## src/pmt_pkg.sv

```systemverilog
// Purpose: Shared constants for the periodic timer block.
// Assumes: 32-bit classic Wishbone register access.
// Notes: Offsets are byte addresses of aligned words.
package pmt_pkg;
  localparam int PMT_CNT_W = 10;
  localparam int PMT_DIV_W = 8;

  localparam logic [7:0] PMT_ADR_CTRL = 8'h00;
  localparam logic [7:0] PMT_ADR_CNT = 8'h04;
  localparam logic [7:0] PMT_ADR_COMPARE_A_VALUE = 8'h08;
  localparam logic [7:0] PMT_ADR_COMPARE_P_VALUE = 8'h0c;
  localparam logic [7:0] PMT_ADR_FLAG = 8'h10;
  localparam logic [7:0] PMT_ADR_DIV = 8'h14;

  localparam int PMT_CTRL_RUN = 0;
  localparam int PMT_CTRL_MODE = 1;
  localparam int PMT_CTRL_IO = 3;
  localparam int PMT_CTRL_OC = 5;
  localparam int PMT_CTRL_POL = 6;
  localparam int PMT_CTRL_CAPTS = 7;
  localparam int PMT_CTRL_CCLR = 8;
  localparam int PMT_FLAG_A = 0;
  localparam int PMT_FLAG_P = 1;

  localparam logic [9:0] PMT_CCR_RST = 10'h000;
  localparam logic [7:0] PMT_DIV_RST = 8'h00;
  localparam logic [9:0] PMT_CNT_MAX = 10'h3ff;
  localparam logic [10:0] PMT_PERIOD_FULL = 11'h400;

  typedef enum logic [1:0] {
    PMT_MODE_CMP = 2'b00,
    PMT_MODE_CAP = 2'b01,
    PMT_MODE_PWM = 2'b10,
    PMT_MODE_TMR = 2'b11
  } pmt_mode_t;

  // Compare-match pin actions
  localparam logic [1:0] PMT_IO_KEEP = 2'h0;
  localparam logic [1:0] PMT_IO_LOW = 2'h1;
  localparam logic [1:0] PMT_IO_HIGH = 2'h2;
  localparam logic [1:0] PMT_IO_TOG = 2'h3;
  // Capture edge selects
  localparam logic [1:0] PMT_IO_RISE = 2'h0;
  localparam logic [1:0] PMT_IO_FALL = 2'h1;
  localparam logic [1:0] PMT_IO_BOTH = 2'h2;
  localparam logic [1:0] PMT_IO_NOCAP = 2'h3;
  // PWM-mode output selects
  localparam logic [1:0] PMT_IO_FORCE_LO = 2'h0;
  localparam logic [1:0] PMT_IO_FORCE_HI = 2'h1;
  localparam logic [1:0] PMT_IO_PWM = 2'h2;
  localparam logic [1:0] PMT_IO_PULSE = 2'h3;
endpackage

```

## src/pmt_tick_div.sv

```systemverilog
// Purpose: Timer clock enable divider.
// Assumes: One system clock.
// Notes: Tick every div_i+1 cycles.
`timescale 1ns/1ns
`default_nettype none
module pmt_tick_div
  import pmt_pkg::*;
#(
  parameter int DIV_W = PMT_DIV_W
) (
  input wire logic clk_i,
  input wire logic sys_rst_i,
  input wire logic [DIV_W-1:0] div_i,
  output logic tick_o
);
  typedef struct packed {
    logic [DIV_W-1:0] cnt;
    logic tick;
  } pmt_div_state_t;

  pmt_div_state_t s;
  pmt_div_state_t next_s;

  always_comb begin
    next_s = s;
    next_s.tick = 1'b0;
    if (s.cnt >= div_i) begin
      next_s.cnt = '0;
      next_s.tick = 1'b1;
    end else begin
      next_s.cnt = s.cnt + {{(DIV_W-1){1'b0}}, 1'b1};
    end
  end

  always_ff @(posedge clk_i) begin
    if (sys_rst_i) begin
      s <= '0;
    end else begin
      s <= next_s;
    end
  end

  assign tick_o = s.tick;
endmodule
`default_nettype wire

```

## src/pmt_timer.sv

```systemverilog
// Purpose: Periodic timer with compare, PWM, single pulse and capture modes.
// Assumes: Pins synchronous to clk_i; classic Wishbone slave, 32-bit data.
// Notes: Registers CTRL, CNT, COMPARE_A_VALUE, COMPARE_P_VALUE, FLAG, DIV.
// What this block does
// - Mode 11 counts and flags like compare mode, output pin released.
// - PWM: comparator P sets period, comparator A sets duty.
// - PWM period equals P value, or 1024 counts when P is zero.
// - Duty at or above period holds output permanently active.
// - PWM sets A flag on A match and P flag at period end, when the counter reaches P value minus one.
// - Action field enables PWM or forces pin; counting continues.
// - Level control picks active level; polarity bit inverts the pin except when the action field forces it low or high.
// - Clear source select is ignored in PWM mode.
// - Single pulse: run rising starts counter and pulse leading edge.
// - Single pulse: external clock pin edge sets run automatically.
// - Pulse ends on run clear or A match; A match clears run, flags.
// - Single pulse: counter zeroed only at run rise; P and clear select ignored.
// - Mode 01 is capture; source select picks capture pin or clock pin.
// - Capture edge rising, falling or both; action 11 disables capture.
// - Capture copies counter into A value and raises a flag.
// - Capture mode counts freely from run rise until run falls.
// - Capture: P match zeroes counter with flag; P zero counts full range.
// - Compare operation with clear select high never sets P flag.
// - Compare: run rise restores initial level; only A events move pin.
// - Clear on A match if select high, else P match or overflow.
// - Compare A match drives pin high, low, toggles, or nothing.
// - Counter is 10 bits, wraps after 3ff.
`timescale 1ns/1ns
`default_nettype none
module pmt_timer
  import pmt_pkg::*;
#(
  parameter int DIV_W = PMT_DIV_W
) (
  input wire logic clk_i,
  input wire logic sys_rst_i,
  input wire logic [7:0] wb_adr_i,
  input wire logic [31:0] wb_dat_i,
  input wire logic [3:0] wb_sel_i,
  input wire logic wb_we_i,
  input wire logic wb_cyc_i,
  input wire logic wb_stb_i,
  output logic [31:0] wb_dat_o,
  output logic wb_ack_o,
  input wire logic capture_input_pin_i,
  input wire logic external_clock_pin_i,
  output logic timer_out_o,
  output logic timer_out_oe_o,
  output logic compare_a_flag_o,
  output logic compare_p_flag_o
);
  typedef struct packed {
    logic [9:0] cnt;
    logic [9:0] compare_a_value;
    logic [9:0] compare_p_value;
    logic [DIV_W-1:0] div;
    logic run;
    pmt_mode_t mode;
    logic [1:0] io;
    logic oc;
    logic pol;
    logic capts;
    logic cclr;
    logic flag_a;
    logic flag_p;
    logic run_q;
    logic cap_q;
    logic ext_q;
    logic lvl;
    logic out;
    logic oe;
    logic ack;
    logic [31:0] rdat;
  } pmt_state_t;

  pmt_state_t s;
  pmt_state_t next_s;
  logic tick;

  pmt_tick_div #(.DIV_W(DIV_W)) u_div (
    .clk_i(clk_i),
    .sys_rst_i(sys_rst_i),
    .div_i(s.div),
    .tick_o(tick)
  );

  function automatic logic [31:0] pmt_merge(input logic [31:0] old,
                                            input logic [31:0] wdat,
                                            input logic [3:0] sel);
    logic [31:0] res;
    res = old;
    for (int i = 0; i < 4; i++) begin
      if (sel[i]) begin
        res[i*8 +: 8] = wdat[i*8 +: 8];
      end
    end
    return res;
  endfunction

  logic [31:0] ctrl_word;
  logic [31:0] wr_word;
  logic [9:0] p_last;
  logic [10:0] period;
  logic match_a;
  logic match_p;
  logic run_rise;
  logic cap_src;
  logic cap_edge;
  logic ext_rise;
  logic pulse_mode;
  logic a_event;
  logic pwm_act;
  logic bus_wr;
  logic bus_rd;
  logic [31:0] rd_word;
  logic a_hit;
  logic p_hit;
  logic p_wrap;
  logic duty_full;
  logic duty_on;
  logic pin_out;
  logic pin_oe;

  always_comb begin
    ctrl_word = '0;
    ctrl_word[PMT_CTRL_RUN] = s.run;
    ctrl_word[PMT_CTRL_MODE +: 2] = s.mode;
    ctrl_word[PMT_CTRL_IO +: 2] = s.io;
    ctrl_word[PMT_CTRL_OC] = s.oc;
    ctrl_word[PMT_CTRL_POL] = s.pol;
    ctrl_word[PMT_CTRL_CAPTS] = s.capts;
    ctrl_word[PMT_CTRL_CCLR] = s.cclr;
  end

  // Read data select
  always_comb begin
    rd_word = '0;
    case (wb_adr_i)
      PMT_ADR_CTRL: rd_word = ctrl_word;
      PMT_ADR_CNT: rd_word = {22'h000000, s.cnt};
      PMT_ADR_COMPARE_A_VALUE: rd_word = {22'h000000, s.compare_a_value};
      PMT_ADR_COMPARE_P_VALUE: rd_word = {22'h000000, s.compare_p_value};
      PMT_ADR_FLAG: rd_word = {30'h00000000, s.flag_p, s.flag_a};
      PMT_ADR_DIV: rd_word = {{(32-DIV_W){1'b0}}, s.div};
      default: rd_word = '0;
    endcase
  end

  // Pin waveform
  always_comb begin
    if (s.compare_p_value == PMT_CCR_RST) begin
      period = PMT_PERIOD_FULL;
    end else begin
      period = {1'b0, s.compare_p_value};
    end
    duty_full = {1'b0, s.compare_a_value} >= period;
    duty_on = s.cnt < s.compare_a_value;
    pwm_act = s.run && (duty_full || duty_on);
    pin_oe = 1'b0;
    pin_out = 1'b0;
    case (s.mode)
      PMT_MODE_CMP: begin
        pin_oe = 1'b1;
        pin_out = s.lvl ^ s.pol;
      end
      PMT_MODE_PWM: begin
        pin_oe = 1'b1;
        case (s.io)
          PMT_IO_FORCE_LO: pin_out = 1'b0;
          PMT_IO_FORCE_HI: pin_out = 1'b1;
          PMT_IO_PWM: pin_out = (s.oc ? pwm_act : ~pwm_act) ^ s.pol;
          default: pin_out = (s.oc ? s.run : ~s.run) ^ s.pol;
        endcase
      end
      default: begin
        pin_oe = 1'b0;
        pin_out = 1'b0;
      end
    endcase
  end

  always_comb begin
    next_s = s;
    wr_word = '0;
    a_event = 1'b0;
    bus_wr = wb_cyc_i & wb_stb_i & wb_we_i & s.ack;
    bus_rd = wb_cyc_i & wb_stb_i & ~wb_we_i & ~s.ack;
    p_last = s.compare_p_value - 10'h001;
    match_a = s.cnt == s.compare_a_value;
    match_p = s.cnt == s.compare_p_value;
    a_hit = match_a && (s.compare_a_value != PMT_CCR_RST);
    p_hit = match_p && (s.compare_p_value != PMT_CCR_RST);
    p_wrap = s.cnt == p_last;
    run_rise = s.run & ~s.run_q;
    pulse_mode = (s.mode == PMT_MODE_PWM) && (s.io == PMT_IO_PULSE);
    if (s.capts) begin
      cap_src = external_clock_pin_i;
    end else begin
      cap_src = capture_input_pin_i;
    end
    ext_rise = external_clock_pin_i & ~s.ext_q;
    cap_edge = 1'b0;
    case (s.io)
      PMT_IO_RISE: cap_edge = cap_src & ~s.cap_q;
      PMT_IO_FALL: cap_edge = ~cap_src & s.cap_q;
      PMT_IO_BOTH: cap_edge = cap_src ^ s.cap_q;
      default: cap_edge = 1'b0;
    endcase

    // Bus slave: ack one cycle after request, write on the acked edge
    next_s.ack = wb_cyc_i & wb_stb_i & ~s.ack;
    if (bus_rd) begin
      next_s.rdat = rd_word;
    end
    if (bus_wr) begin
      case (wb_adr_i)
        PMT_ADR_CTRL: begin
          wr_word = pmt_merge(ctrl_word, wb_dat_i, wb_sel_i);
          next_s.run = wr_word[PMT_CTRL_RUN];
          next_s.mode = pmt_mode_t'(wr_word[PMT_CTRL_MODE +: 2]);
          next_s.io = wr_word[PMT_CTRL_IO +: 2];
          next_s.oc = wr_word[PMT_CTRL_OC];
          next_s.pol = wr_word[PMT_CTRL_POL];
          next_s.capts = wr_word[PMT_CTRL_CAPTS];
          next_s.cclr = wr_word[PMT_CTRL_CCLR];
        end
        PMT_ADR_COMPARE_A_VALUE: begin
          wr_word = pmt_merge({22'h000000, s.compare_a_value}, wb_dat_i, wb_sel_i);
          next_s.compare_a_value = wr_word[9:0];
        end
        PMT_ADR_COMPARE_P_VALUE: begin
          wr_word = pmt_merge({22'h000000, s.compare_p_value}, wb_dat_i, wb_sel_i);
          next_s.compare_p_value = wr_word[9:0];
        end
        PMT_ADR_FLAG: begin
          wr_word = wb_dat_i & {32{wb_sel_i[0]}};
          next_s.flag_a = s.flag_a & ~wr_word[PMT_FLAG_A];
          next_s.flag_p = s.flag_p & ~wr_word[PMT_FLAG_P];
        end
        PMT_ADR_DIV: begin
          wr_word = pmt_merge({{(32-DIV_W){1'b0}}, s.div}, wb_dat_i, wb_sel_i);
          next_s.div = wr_word[DIV_W-1:0];
        end
        default: wr_word = '0;
      endcase
    end

    next_s.run_q = s.run;
    next_s.cap_q = cap_src;
    next_s.ext_q = external_clock_pin_i;

    if (run_rise) begin
      next_s.cnt = '0;
      next_s.lvl = s.oc;
    end else if (s.run && tick) begin
      case (s.mode)
        PMT_MODE_CMP, PMT_MODE_TMR: begin
          if (s.cclr) begin
            if (a_hit) begin
              next_s.cnt = '0;
            end else begin
              next_s.cnt = s.cnt + 10'h001;
            end
          end else if (p_hit) begin
            next_s.cnt = '0;
            next_s.flag_p = 1'b1;
          end else if (s.cnt == PMT_CNT_MAX && s.compare_p_value == PMT_CCR_RST) begin
            next_s.cnt = '0;
            next_s.flag_p = 1'b1;
          end else begin
            next_s.cnt = s.cnt + 10'h001;
          end
          a_event = a_hit;
          if (a_event) begin
            next_s.flag_a = 1'b1;
            case (s.io)
              PMT_IO_LOW: next_s.lvl = 1'b0;
              PMT_IO_HIGH: next_s.lvl = 1'b1;
              PMT_IO_TOG: next_s.lvl = ~s.lvl;
              default: next_s.lvl = s.lvl;
            endcase
          end
        end
        PMT_MODE_PWM: begin
          if (pulse_mode) begin
            next_s.cnt = s.cnt + 10'h001;
            if (match_a) begin
              next_s.run = 1'b0;
              next_s.flag_a = 1'b1;
            end
          end else begin
            if (p_wrap) begin
              next_s.cnt = '0;
              next_s.flag_p = 1'b1;
            end else begin
              next_s.cnt = s.cnt + 10'h001;
            end
            if (match_a) begin
              next_s.flag_a = 1'b1;
            end
          end
        end
        PMT_MODE_CAP: begin
          if (p_hit) begin
            next_s.cnt = '0;
            next_s.flag_p = 1'b1;
          end else begin
            next_s.cnt = s.cnt + 10'h001;
          end
        end
        default: next_s.cnt = s.cnt;
      endcase
    end

    if (s.mode == PMT_MODE_CAP && cap_edge) begin
      next_s.compare_a_value = s.cnt;
      next_s.flag_a = 1'b1;
    end
    if (pulse_mode && ext_rise) begin
      next_s.run = 1'b1;
    end

    next_s.out = pin_out;
    next_s.oe = pin_oe;
  end

  always_ff @(posedge clk_i) begin
    if (sys_rst_i) begin
      s <= '0;
    end else begin
      s <= next_s;
    end
  end

  assign wb_dat_o = s.rdat;
  assign wb_ack_o = s.ack;
  assign timer_out_o = s.out;
  assign timer_out_oe_o = s.oe;
  assign compare_a_flag_o = s.flag_a;
  assign compare_p_flag_o = s.flag_p;
endmodule
`default_nettype wire

```

## config.mk

```make
export PLATFORM = sky130hd
export DESIGN_NAME = pmt_timer
export DESIGN_NICKNAME = d
export VERILOG_FILES = /design/src/pmt_pkg.sv /design/src/pmt_tick_div.sv /design/src/pmt_timer.sv
export SDC_FILE = /design/constraint.sdc
export NUM_CORES = 1
export LEC_CHECK = 0
export BUFFER_PORTS_ARGS = -buffer_cell sky130_fd_sc_hd__buf_4
export CORE_MARGIN = 2
export CORE_UTILIZATION = 45
export CTS_BUF_LIST = sky130_fd_sc_hd__clkbuf_2
export DETAILED_ROUTE_END_ITERATION = 12
export PLACE_DENSITY = 0.73
export SETUP_SLACK_MARGIN = 0.1
export SYNTH_ARGS = -nofsm -noshare
export SYNTH_HDL_FRONTEND = slang
export SYNTH_HIERARCHICAL = 1
export SYNTH_SLANG_ARGS = --single-unit
export TNS_END_PERCENT = 30
```

## constraint.sdc

```tcl
create_clock -name clk_i -period 6.2 [get_ports clk_i]
set_clock_uncertainty 0.15 [all_clocks]
set_input_delay 1.86 -clock clk_i [delete_from_list [all_inputs] [get_ports clk_i]]
set_output_delay 1.86 -clock clk_i [all_outputs]
set_load 0.02 [all_outputs]
```

After elaboration in Yosys (flattened, before gate mapping)
Cells that the tools add are included.

Logic and storage cells: 165. Bits in registers: 97. Input bits: 51. Output and inout bits: 37.

Magnitude comparators: 3. $add $sub $neg: 3. Eq/ne operators: 15. Bitwise logic cells: 28. Muxes and demuxes: 56. Reduce and logical (&&, ||, !) cells: 35.

Operators with widths (count): $mux 10 (10); $pmux 10 s6 (1); $mux 8 (5); $mux 39 (1); $eq 10x10->1 (3); $pmux 10 s3 (1); $mux 1 (25); $reduce_and 3->1 (7); $reduce_bool 10->1 (2); $eq 8x4->1 const B (2); $eq 8x5->1 const B (2); $reduce_bool 2->1 (7); $and 1x1->1 (12); $pmux 1 s3 (4); $ge 10x11->1 (1); $mux 11 (1); $not 1->1 (11); $add 10x1->10 const B (1); $eq 10x10->1 const B (1); $logic_not 10->1 (1); $lt 10x10->1 (1); $mux 2 (5); $sub 10x1->10 const B (1); $mux 9 (1); other kinds (15) (34).

Logic depth before layout (Yosys ltp)
Gate-level depths: netlist (run 1).

Depth after elaboration: 12. Depth in mapped cells: 14. Depth with buffers taken out: 13.

Hierarchy
Netlist (run 1), hierarchy kept.

By module, submodules not included: pmt_timer (times used 1, area an instance 4601.9 µm², seq. area each 1321.3 µm², cells an instance 555); pmt_tick_div (times used 1, area an instance 590.6 µm², seq. area each 180.2 µm², cells an instance 59).

Least setup slack after synthesis (run 1)
Ideal clock, no wire load.

Path type: input to register. From: in external_clock_pin_i. To: reg s[70] (netlist bit). Library setup time: 134 ps. Setup slack: 1994 ps. Stages on the path: 8. Data required time: 5916 ps. Buffers on the path: 1. Arrival: 3922 ps. Cells stage by stage: mux2i_1 -> ha_1 -> nand2b_1 -> a311oi_1 -> a21oi_1 -> clkbuf_1 -> a211oi_1 -> a211oi_1.

Longest elaborated chain between the ends: 7. Elaborated cells between the ends (all ways): 12. Classes of those cells: mux (3); bitwise (4); reduce/logical (5).

RTL lines: start, declared (line pmt_timer.sv:45) `input wire logic external_clock_pin_i,`; $mux 1 (*) (line pmt_timer.sv:195) `if (s.capts) begin`; $not 1->1 (line pmt_timer.sv:204) `PMT_IO_FALL: cap_edge = ~cap_src & s.cap_q;`; $and 1x1->1 (line pmt_timer.sv:204); $pmux 1 s3 (*) (line pmt_timer.sv:202) `case (s.io)`; $logic_and 1x1->1 (*) (line pmt_timer.sv:314) `if (s.mode == PMT_MODE_CAP && cap_edge) begin`; $reduce_bool 2->1 (no line); $reduce_and 3->1 (no line); end signal, assigned (line pmt_timer.sv:330) `s <= next_s;`; end, declared (line pmt_timer.sv:75) `pmt_state_t s;`.

Mark *: on every way between the ends. The rest lies on a longest branch, timed or not. A chain may end at the register's enable or synchronous reset.

Final worst setup path (run 1)
From: in wb_adr_i[0]. To: reg s[51] (netlist bit).

Longest elaborated chain between the ends: 2.

RTL lines: start, declared (line pmt_timer.sv:36) `input wire logic [7:0] wb_adr_i,`; $eq 8x5->1 (line pmt_timer.sv:215) `case (wb_adr_i)`; $reduce_and 3->1 (no line).

No other way between the ends.

==> summary.md, run 1 <==
| Metric | Value |
|---|---|
| Status | complete, no violations |
| Hold Crit Depth | 1 |
| Final Cycle Share | 0.663 |
| Worst path top cell family by delay | simple AND/OR/NAND/NOR gates |
| Net switching power | 0.235 mW |
| Hold_buf cts | 0 |
| Synth top area cells | dfxtp_1 29%, ha_1 9.6%, mux2i_1 5.8% |
| Estimated wirelength of the detail-placed design | 10.3 mm |
| Synth Cell Area | 0.00519 mm² |
| Slew of the pin with the lowest slew margin | 1220 ps |
| Core area | 0.0113 mm² |
| RSZ-0062 raised after global routing | no |
| Die height | 111 µm |
| DR vias/cell | 5.91 |
| Leak | 2.15 nW |
| Final instance area | 0.00553 mm² |
| Row count | 39 |
| Worst EP arrival | 4410 ps |
| Gr usage total | 0.222 |
| CTS max path bufs | 2 |
| R2R setup slack | 2350 ps |
| Wirelength per Cell | 17.3 µm |
| Clock tree from TritonCTS | built |
| Maximum fanout along the worst path | 9 |
| Gr ovfl total | 0 |
| Post-synthesis sequential area ratio | 0.289 |
| GPL Wtd Cong | 0.944 |
| Maximum VDD drop | 0.0757 mV |
| Yosys top cell by area | dfxtp_1 |
| Multi-input logic area | 0.00325 mm² |
| Critical-path top delay cell | nor2b_1 |
| DRC viols | 0 |
| Worst hold path endpoint | u_div/s[1] |
| Skew-Pair Late Insertion Delay | 570 ps |
| Layout cell share with drive strength beyond 1 | 0.143 |
| H-tree Lvls | 3 |
| RR Startpoint | s[58] |
| Die width | 111 µm |
| Sw Share | 0.282 |
| Distinct cells, synth | 67 |
| Power per cell area | 151 mW/mm² |
| EDFF count, synth | 0 |
| Area grow syn2layout | 6.53% |
| DRT antenna net count | 0 |
| DP Area | 0.00541 mm² |
| Die area | 0.0124 mm² |
| Final net count | 717 |
| Setup crit start kind | primary input |
| Critical Path Most Common Cell | nor2_1 |
| FF-to-FF path depth | 13 |
| CP Capture Type | flop |
| # IOs | 88 |
| Initial Util | 0.459 |
| Initial antenna violation count | 0 |
| Yosys top cell area share | 0.289 |
| Max incr delay on CP | 820 ps |
| CTS Sinks | 75 |
| Worst Path Buf+Inv | 1 |
| Flip-flop and latch area | 0.00150 mm² |
| Achievable Freq | 0.243 GHz |
| Tmin final | 4110 ps |
| Max-cap violations | 0 |
| Layout Utilization | 0.489 |
| Combinational Power Share | 0.069 |
| Final setup violation count | 0 |
| Hold WC Path Type | reg2reg |
| Critical path type | in2reg |
| Synth Flop Type | dfxtp_1 |
| First-pass GRT wire length | 22.2 mm |
| Drt total wl | 13.4 mm |
| Clock power frac | 0.347 |
| Cts bufs inserted | 9 |
| Critical R2R Capture | timer_out_o |
| Pre-antenna DRT Iters | 8 |
| Vias | 4,581 |
| Fillcell total | 1,108 |
| Largest net degree at the start of global routing | 69 |
| Hold Vio Cnt, Final | 0 |
| Sequential Power Share | 0.584 |
| Post-CTS Setup Repair Bufs | 0 |
| Post-route setup TNS | 0 ps |
| Average size of a mapped cell | 8.46 µm² |
| Asr flop ratio synth | 0 |
| Synth Register Bits | 75 |
| Worst-path cell chain | buf_4, or4_4, nor2_1, and3_1, nor2b_1, mux2i_1, nor2_1 |
| Root buffer cell | clkbuf_2 |
| Worst relative slew slack | 0.188 |
| Clock transition at path regs | 220 ps |
| Post-Synthesis Cells | 614 |
| Starting DRC count in detailed routing | 326 |
| Vias in the first global route | 4,383 |
| Pint | 0.598 mW |
| Post_cts resized | 0 |
| PortBufs | 41 |
| Hold Path Origin | u_div/s[1] |
| WP data required | 6510 ps |
| Ys Warns | 6 |
| Max Slew Vio Count | 0 |
## power groups by stage
stage               registers, mW  logic [mW]  clock network [mW]
finish                      0.487      0.0574               0.289
detailed placement          0.496      0.0572                   0
global placement            0.496      0.0559                   0
CTS                         0.487      0.0573               0.292
floorplan                   0.496      0.0442                   0
global route                0.488      0.0622               0.314
## per-layer routing
metal / vias up / track usage / routed length [µm]
met5: - / 0 / 0
met4: 0 / 0.0798 / 372
met3: 31 / 0.0386 / 989
met2: 208 / 0.353 / 5960
met1: 2155 / 0.304 / 6070
li1: 2187 / - / -
## cells in the mapped netlist, types with 11 or more instances
cell type,number
inv_1,41
a21oi_1,15
xor2_1,17
ha_1,40
a211oi_1,24
nand3_1,17
a22oi_1,15
dfxtp_1,75
o21ai_0,11
nand2_1,27
nor3_1,22
mux2i_1,30
clkbuf_1,23
nor2_1,69
buf_4,32
and3_1,14
## cells by family after synthesis
family,Yosys count,share of synthesized area
AND/OR/NAND/NOR,215,0.226
AO/OA/AOI/OAI,114,0.165
buffers and inverters,104,0.0995
flip-flops,75,0.289
adder cells (fa/ha/maj),40,0.0964
multiplexers,39,0.0795
XOR/XNOR,26,0.0439
other,1,0.000722
## through the flow
step	power [mW]	cells	setup slack (ps)	hold slack, ps
floorplan	0.541	635	1990	299
global placement	0.552	758	1680	320
detailed placement	0.553	758	1490	337
CTS	0.837	774	2120	361
global route	0.864	774	2060	388
finish	0.834	775	2090	352
## registers in the layout (all words and copies together) (netlist names)
name and count:
u_div/tick_o 1, compare_p_flag_o 1, timer_out_o 1, s 42
compare_a_flag_o 1, wb_ack_o 1, timer_out_oe_o 1, ctrl_word 9
wb_dat_o 10, u_div/s 8
## worst max-delay path by stage
stage | start | endpoint | slack (ps) | depth (start not counted)
after floorplan | external_clock_pin_i | s[70] | 1990 | 8
after CTS | wb_adr_i[0] | s[51] | 2120 | 7
final | wb_adr_i[0] | s[51] | 2090 | 7
after global routing | wb_adr_i[0] | s[52] | 2060 | 7
after detailed placement | wb_adr_i[0] | s[51] | 1490 | 7
after global placement | wb_adr_i[0] | s[53] | 1680 | 7
## area by class of cell
type | count | share of cell area
flip-flops and latches | 75 | 0.271
multi-input cells | 456 | 0.588
clock buffers | 9 | 0.00814
clock inverters | 7 | 0.0133
well taps | 143 | 0.0323
repair buffers | 43 | 0.0584
inverters | 41 | 0.0278
diodes | 1 | 0.000452
## cell usage in the layout (no fill, tap or decap), drive strengths merged, types with 3 or more instances in the layout
cell type / count
a22oi: 15
o211ai: 3
nor3: 32
a221o: 6
conb: 22
o21a: 3
clkbuf: 9
ha: 40
dfxtp: 75
nor4: 6
and3: 14
clkinv: 3
o21ai: 13
a31oi: 3
nand2: 27
a211oi: 25
buf: 43
nand4: 8
a21o: 9
nor2: 69
nand3: 17
mux2: 8
mux2i: 30
nor3b: 4
or4: 6
xor2: 17
a21oi: 16
inv: 43
nand2b: 9
and4: 3
nor2b: 9
xnor2: 9
or3: 6
Note: power is estimated with default switching activity, not from simulation.
==> run 2, diff against run 1 <==
Settings changed: ABC_AREA from default to 1.
Clock period 6.2 ns to 3.95 ns, I/O delays scaled along.
==> summary.md, run 2 <==
| Metric | Value |
|---|---|
| Status | complete, no violations |
| Max Slew Vio Count | 0 (unchanged) |
| Estimated wirelength of the detail-placed design | 11.4 mm (+10%) |
| Die width | 111 µm (-0.69%) |
| Final Cycle Share | 0.765 |
| RSZ-0062 raised after global routing | no |
| Core area | 0.0110 mm² (-3.0%) |
| Critical Path Most Common Cell | o21ai_0 |
| Ys Warns | 6 (unchanged) |
| Clock tree from TritonCTS | built |
| Gr usage total | 0.239 (+0.0168) |
| Achievable Freq | 0.331 GHz |
| DRT antenna net count | 0 (unchanged) |
| Synth Flop Type | dfxtp_1 |
| Vias in the first global route | 4,464 (+1.8%) |
| Drt total wl | 14.3 mm (+7.0%) |
| Initial Util | 0.466 (+0.00739) |
| Wirelength per Cell | 15.9 µm (-8.0%) |
| Gr ovfl total | 0 (unchanged) |
| Maximum VDD drop | 0.266 mV (+250%) |
| Commonest cells in the netlist | 118 x nand2_1, 93 x inv_1, 75 x dfxtp_1 |
| Final instance area | 0.00555 mm² (+0.27%) |
| Pre-antenna DRT Iters | 6 (-2) |
| DR vias/cell | 5.34 (-9.7%) |
| EDFF count, synth | 0 (unchanged) |
| Met2 Wirelength | 6.71 mm (+13%) |
| Max-cap violations | 0 (unchanged) |
| Worst-path cell chain | buf_4, o21ai_0, ha_1, o211ai_1, nand3_1, o21ai_4, o21ai_0, a21oi_1 |
| Yosys top cell area share | 0.293 (+0.00417) |
| Post-route setup TNS | 0 ps (unchanged) |
| Yosys top cell by area | dfxtp_1 |
| Post-synthesis sequential area ratio | 0.293 (+0.00417) |
| Critical path type | in2reg |
| Metal-1 WL | 6.17 mm (+1.5%) |
| Synth Cell Area | 0.00512 mm² (-1.4%) |
| Flip-flop and latch area | 0.00150 mm² (unchanged) |
| DP Area | 0.00541 mm² (about the same) |
| Tmin final | 3020 ps |
| Leak | 2.47 nW (+15%) |
| Max incr delay on CP | 560 ps (-260 ps) |
| N_diodes | 0 (-1) |
| # IOs | 88 (unchanged) |
| Final net count | 847 (+18%) |
| PortBufs | 41 (unchanged) |
| Area grow syn2layout | 8.36% |
| Multi-input logic area | 0.00302 mm² (-7.3%) |
| DR WL met3 | 970 µm (-1.9%) |
| Worst relative slew slack | 0.376 (+0.188) |
| Clock transition at path regs | 230 ps (about the same) |
| WP data required | 4310 ps (-2200 ps) |
| Most common cell after layout, fill and taps aside | nand2_1 |
| R2R setup slack | 1190 ps (-1160 ps) |
| DR top layer | met4 |
| CP Capture Type | flop |
| Die area | 0.0122 mm² (-1.4%) |
| Max reg flops | 42 (unchanged) |
| Post-CTS Setup Repair Bufs | 0 (unchanged) |
| Final setup violation count | 0 (unchanged) |
| Cts bufs inserted | 9 (unchanged) |
| Most frequent cells in the layout | 118 x nand2_1, 93 x inv_1, 75 x dfxtp_1 |
| DRC viols | 0 (unchanged) |
| Die height | 111 µm (-0.69%) |
| GPL Wtd Cong | 0.979 (+3.7%) |
| Post_cts resized | 0 (unchanged) |
| First-pass GRT wire length | 23.1 mm (+4.2%) |
| CTS max path bufs | 2 (unchanged) |
| Layout cell share with drive strength beyond 1 | 0.133 (-0.00991) |
| Largest net degree at the start of global routing | 36 (-48%) |
| Row count | 38 (-2.6%) |
| H-tree Lvls | 3 (unchanged) |
| Fillcell total | 1,119 (+0.99%) |
| Maximum fanout along the worst path | 18 (+9) |
| CTS Sinks | 75 (unchanged) |
| Power per cell area | 245 mW/mm² (+62%) |
| Synth Register Bits | 75 (unchanged) |
| Root buffer cell | clkbuf_2 |
| Most common cell in the netlist | nand2_1 |
| Hold Vio Cnt, Final | 0 (unchanged) |
| Hold WC Path Type | reg2reg |
| Synth top area cells | dfxtp_1 29%, ha_1 9.8%, nand2_1 8.7% |
| Hold_buf cts | 0 (unchanged) |
| Worst EP arrival | 3380 ps (-1030 ps) |
| Skew-Pair Late Insertion Delay | 560 ps (about the same) |
| Average size of a mapped cell | 7.08 µm² (-16%) |
| Biggest register | s |
| Critical-path top delay cell | nand3_1 |
| Setup crit start kind | primary input |
| Slew of the pin with the lowest slew margin | 935 ps (-283 ps) |
| Initial antenna violation count | 0 (unchanged) |
| Asr flop ratio synth | 0 (unchanged) |
| Vias | 4,807 (+4.9%) |
| Post-Synthesis Cells | 723 (+18%) |
| Starting DRC count in detailed routing | 429 (+32%) |
| Distinct cells, synth | 43 (-36%) |
run 2: changes by cell type after synthesis, moves of 15 or more:
| cell | change |
|---|---|
| a21oi_1 | +45 |
| mux2i_1 | -30 |
| nand2_1 | +91 |
| o21ai_0 | +54 |
| clkbuf_1 | -15 |
| nor3_1 | -16 |
| inv_1 | +52 |
| a211oi_1 | -24 |
run 2: through the flow:
stage | setup WS [ps] | power [mW] | instances | hold WS (ps) | util
after global placement | 457 | 0.871 | 885 | 307 | 0.492
after global routing | 851 | 1.41 | 901 | 351 | 0.505
after floorplan | 1010 | 0.847 | 744 | 290 | -
after detailed placement | 411 | 0.872 | 885 | 307 | 0.492
final | 926 | 1.36 | 901 | 330 | 0.505
after CTS | 1030 | 1.36 | 901 | 332 | 0.505
run 2: cell type report:
class / count / area share
clock buffer: 9 / 0.00812
tap: 140 / 0.0316
sequential: 75 / 0.271
clock inverter: 7 / 0.0167
timing repair buffer: 44 / 0.0596
inverter: 103 / 0.0697
multi-input combinational: 523 / 0.544
run 2: path summary, 6_finish.rpt:
path,from,end,cells after the start
worst min-delay path,wb_dat_o[2],wb_dat_o[2],2
worst max register to register,s[59],timer_out_o,16
worst min register to register,wb_dat_o[2],wb_dat_o[2],2
worst max-delay path,capture_input_pin_i,s[73],8
run 2: cells by family after synthesis:
logic type / share of synthesized area
AO/OA/AOI/OAI: 0.171
other: 0.000733
flip-flops: 0.293
adder cells (fa/ha/maj): 0.0978
buffers and inverters: 0.133
AND/OR/NAND/NOR: 0.270
XOR/XNOR: 0.0342
run 2: where the power goes:
group / internal [mW] / switching [mW] / leakage [nW]
combinational: 0.0292 / 0.0647 / 1.79
clock: 0.207 / 0.291 / 0.0772
sequential: 0.762 / 0.00199 / 0.605
total: 0.998 / 0.358 / 2.47
run 2: layer usage:
layer / up-vias / global-route usage
met5: - / 0
met4: 0 / 0.0892
met1: 2174 / 0.302
met2: 176 / 0.398
met3: 40 / 0.0525
li1: 2417 / -
run 2: critical path: cells and delay by family:
family | cells | cell delay [ps]
AO/OA/AOI/OAI | 5 | 1220
adder cells (fa/ha/maj) | 1 | 290
buffers and inverters | 1 | 110
AND/OR/NAND/NOR | 1 | 560
==> run 3, diff against run 2 <==
Settings changed: PLACE_DENSITY 0.73 to 0.76.
Clock period 3.95 ns to 2.71 ns, I/O delays scaled along.
==> summary.md, run 3 (synthesized netlist as in run 2, its figures left out) <==
| Metric | Value |
|---|---|
| Row count | 38 (unchanged) |
| Hold Vio Cnt, Final | 0 (unchanged) |
| CTS max path bufs | 2 (unchanged) |
| Worst path top cell family by delay | simple AND/OR/NAND/NOR gates |
| # IOs | 88 (unchanged) |
| Maximum VDD drop | 0.255 mV (-4.3%) |
| Post-route setup TNS | 0 ps (unchanged) |
| Power per cell area | 330 mW/mm² (+35%) |
| Worst Path Buf+Inv | 1 (unchanged) |
| PortBufs | 41 (unchanged) |
| Setup WS post-layout | 293 ps (-634 ps) |
| R2R setup slack | 290 ps (-900 ps) |
| Vias in the first global route | 4,363 (-2.3%) |
| Clock transition at path regs | 220 ps (about the same) |
| DRC viols | 0 (unchanged) |
| RSZ-0062 raised after global routing | no |
| Final Cycle Share | 0.892 |
| Die area | 0.0122 mm² (unchanged) |
| Worst-path cell chain | inv_1, ha_2, nand2_2, nor2_4, nand2_2, nand2_1, ha_1, nand2_1, o21ai_0, nand4_1, nand4_1, nand2_1, nand2_1, nand3_1, nand2_1, a21oi_1 |
| CTS Sinks | 75 (unchanged) |
| Max incr delay on CP | 370 ps (-190 ps) |
| Flip-flop and latch area | 0.00151 mm² (+0.33%) |
| Layout Utilization | 0.509 (+0.00410) |
| Worst hold slack | 325 ps (-4.51 ps) |
| Biggest register | s |
| Worst slack, placed | 12.1 ps (-399 ps) |
| Gr ovfl total | 0 (unchanged) |
| Critical path type | reg2reg |
| Fillcell total | 1,134 (+1.3%) |
| Most common cell after layout, fill and taps aside | nand2_1 |
| GPL Wtd Cong | 0.980 (+0.10%) |
| CP Capture Type | flop |
| Pre-antenna DRT Iters | 8 (+2) |
| Sw Share | 0.267 (+0.00346) |
| Die width | 111 µm (unchanged) |
| Final setup violation count | 0 (unchanged) |
| Clock power frac | 0.325 (-0.043) |
| Initial antenna violation count | 0 (unchanged) |
| Die height | 111 µm (unchanged) |
| Root buffer cell | clkbuf_2 |
| Vias | 4,850 (+0.89%) |
| Tmin final | 2420 ps |
| Critical Path Most Common Cell | nand2_1 |
| Max Slew Vio Count | 0 (unchanged) |
| Layout cell share with drive strength beyond 1 | 0.147 (+0.0144) |
| First-pass GRT wire length | 22.7 mm (-1.9%) |
| Pint | 1.35 mW (+36%) |
| Net switching power | 0.494 mW (+38%) |
| Leak | 2.51 nW (+1.4%) |
| Multi-input logic area | 0.00302 mm² (about the same) |
| Combinational Power Share | 0.073 (+0.004) |
| Cts bufs inserted | 9 (unchanged) |
| Area grow syn2layout | 9.24% |
| Initial Util | 0.466 (unchanged) |
| Gr usage total | 0.235 (-0.00383) |
| Setup crit start kind | flop |
| Skew-Pair Late Insertion Delay | 560 ps (about the same) |
| Worst EP arrival | 2760 ps (-620 ps) |
| DRT antenna net count | 0 (unchanged) |
| Drt total wl | 14.3 mm (-0.63%) |
| Hold_buf cts | 0 (unchanged) |
| Achievable Freq | 0.414 GHz |
| Starting DRC count in detailed routing | 421 (-1.9%) |
| Tot Pwr | 1.85 mW (+36%) |
| Wirelength per Cell | 15.7 µm (-1.4%) |
| Estimated wirelength of the detail-placed design | 11.4 mm (-0.13%) |
| Hold WC Path Type | reg2reg |
| Most frequent cells in the layout | 118 x nand2_1, 93 x inv_1, 73 x dfxtp_1 |
| Core area | 0.0110 mm² (unchanged) |
| Maximum fanout along the worst path | 5 (-13) |
| DR vias/cell | 5.34 (+0.12%) |
| Max reg flops | 42 (unchanged) |
| Largest net degree at the start of global routing | 34 (-5.6%) |
| N_diodes | 0 (unchanged) |
| Clock tree from TritonCTS | built |
| Status | complete, no violations |
| H-tree Lvls | 3 (unchanged) |
| Max-cap violations | 0 (unchanged) |
| WP data required | 3050 ps (-1260 ps) |
| Critical-path top delay cell | dfxtp_2 |
| Sequential Power Share | 0.602 (+0.039) |
| Final net count | 855 (+0.94%) |
-- run 3: repair_timing --
action                     4_1_cts  5_1_grt
setup endpoints to repair        0        1
buffers inserted                 0        2
resized for setup                0        4
-- run 3: area by class of cell --
cell class              instances  share of cell area
well taps                     140              0.0313
clock inverters                 6              0.0103
flip-flops and latches         75               0.269
inverters                     103              0.0691
repair buffers                 52              0.0721
multi-input cells             523               0.540
clock buffers                   9             0.00806
-- run 3: power by group through the flow --
| stage | clock network [mW] | registers [mW] | logic [mW] |
|---|---|---|---|
| 2_1_floorplan | 0 | 1.14 | 0.0981 |
| 3_3_place_gp | 0 | 1.13 | 0.134 |
| 3_5_place_dp | 0 | 1.13 | 0.135 |
| 4_1_cts | 0.614 | 1.11 | 0.135 |
| 5_1_grt | 0.658 | 1.11 | 0.148 |
| 6_report | 0.601 | 1.11 | 0.135 |
-- run 3: path summary, 6_finish.rpt --
kind / from / endpoint / cells after the start
setup / recovery: s[58] / timer_out_o / 16
hold / removal: wb_dat_o[4] / wb_dat_o[4] / 2
setup reg to reg: s[58] / timer_out_o / 16
hold reg to reg: wb_dat_o[4] / wb_dat_o[4] / 2
-- run 3: worst min-delay path: cells and delay by family (launching register included) --
kind	cells	cell delay (ps)
compound gates	1	50
simple gates	1	60
flops	1	350
-- run 3: per-stage QoR --
stage,std cells,instance area [µm²]
final,908,5590
after global routing,908,5590
after CTS,906,5570
after detailed placement,891,5470
after global placement,891,5470
after floorplan,744,5200
-- run 3: metal layers --
layer  routed length [µm]  vias up  global-route usage
met4                  548        0               0.112
met5                    0        -                   0
li1                     -     2429                   -
met1                 6140     2199               0.307
met2                 6560      184               0.374
met3                  995       38              0.0437
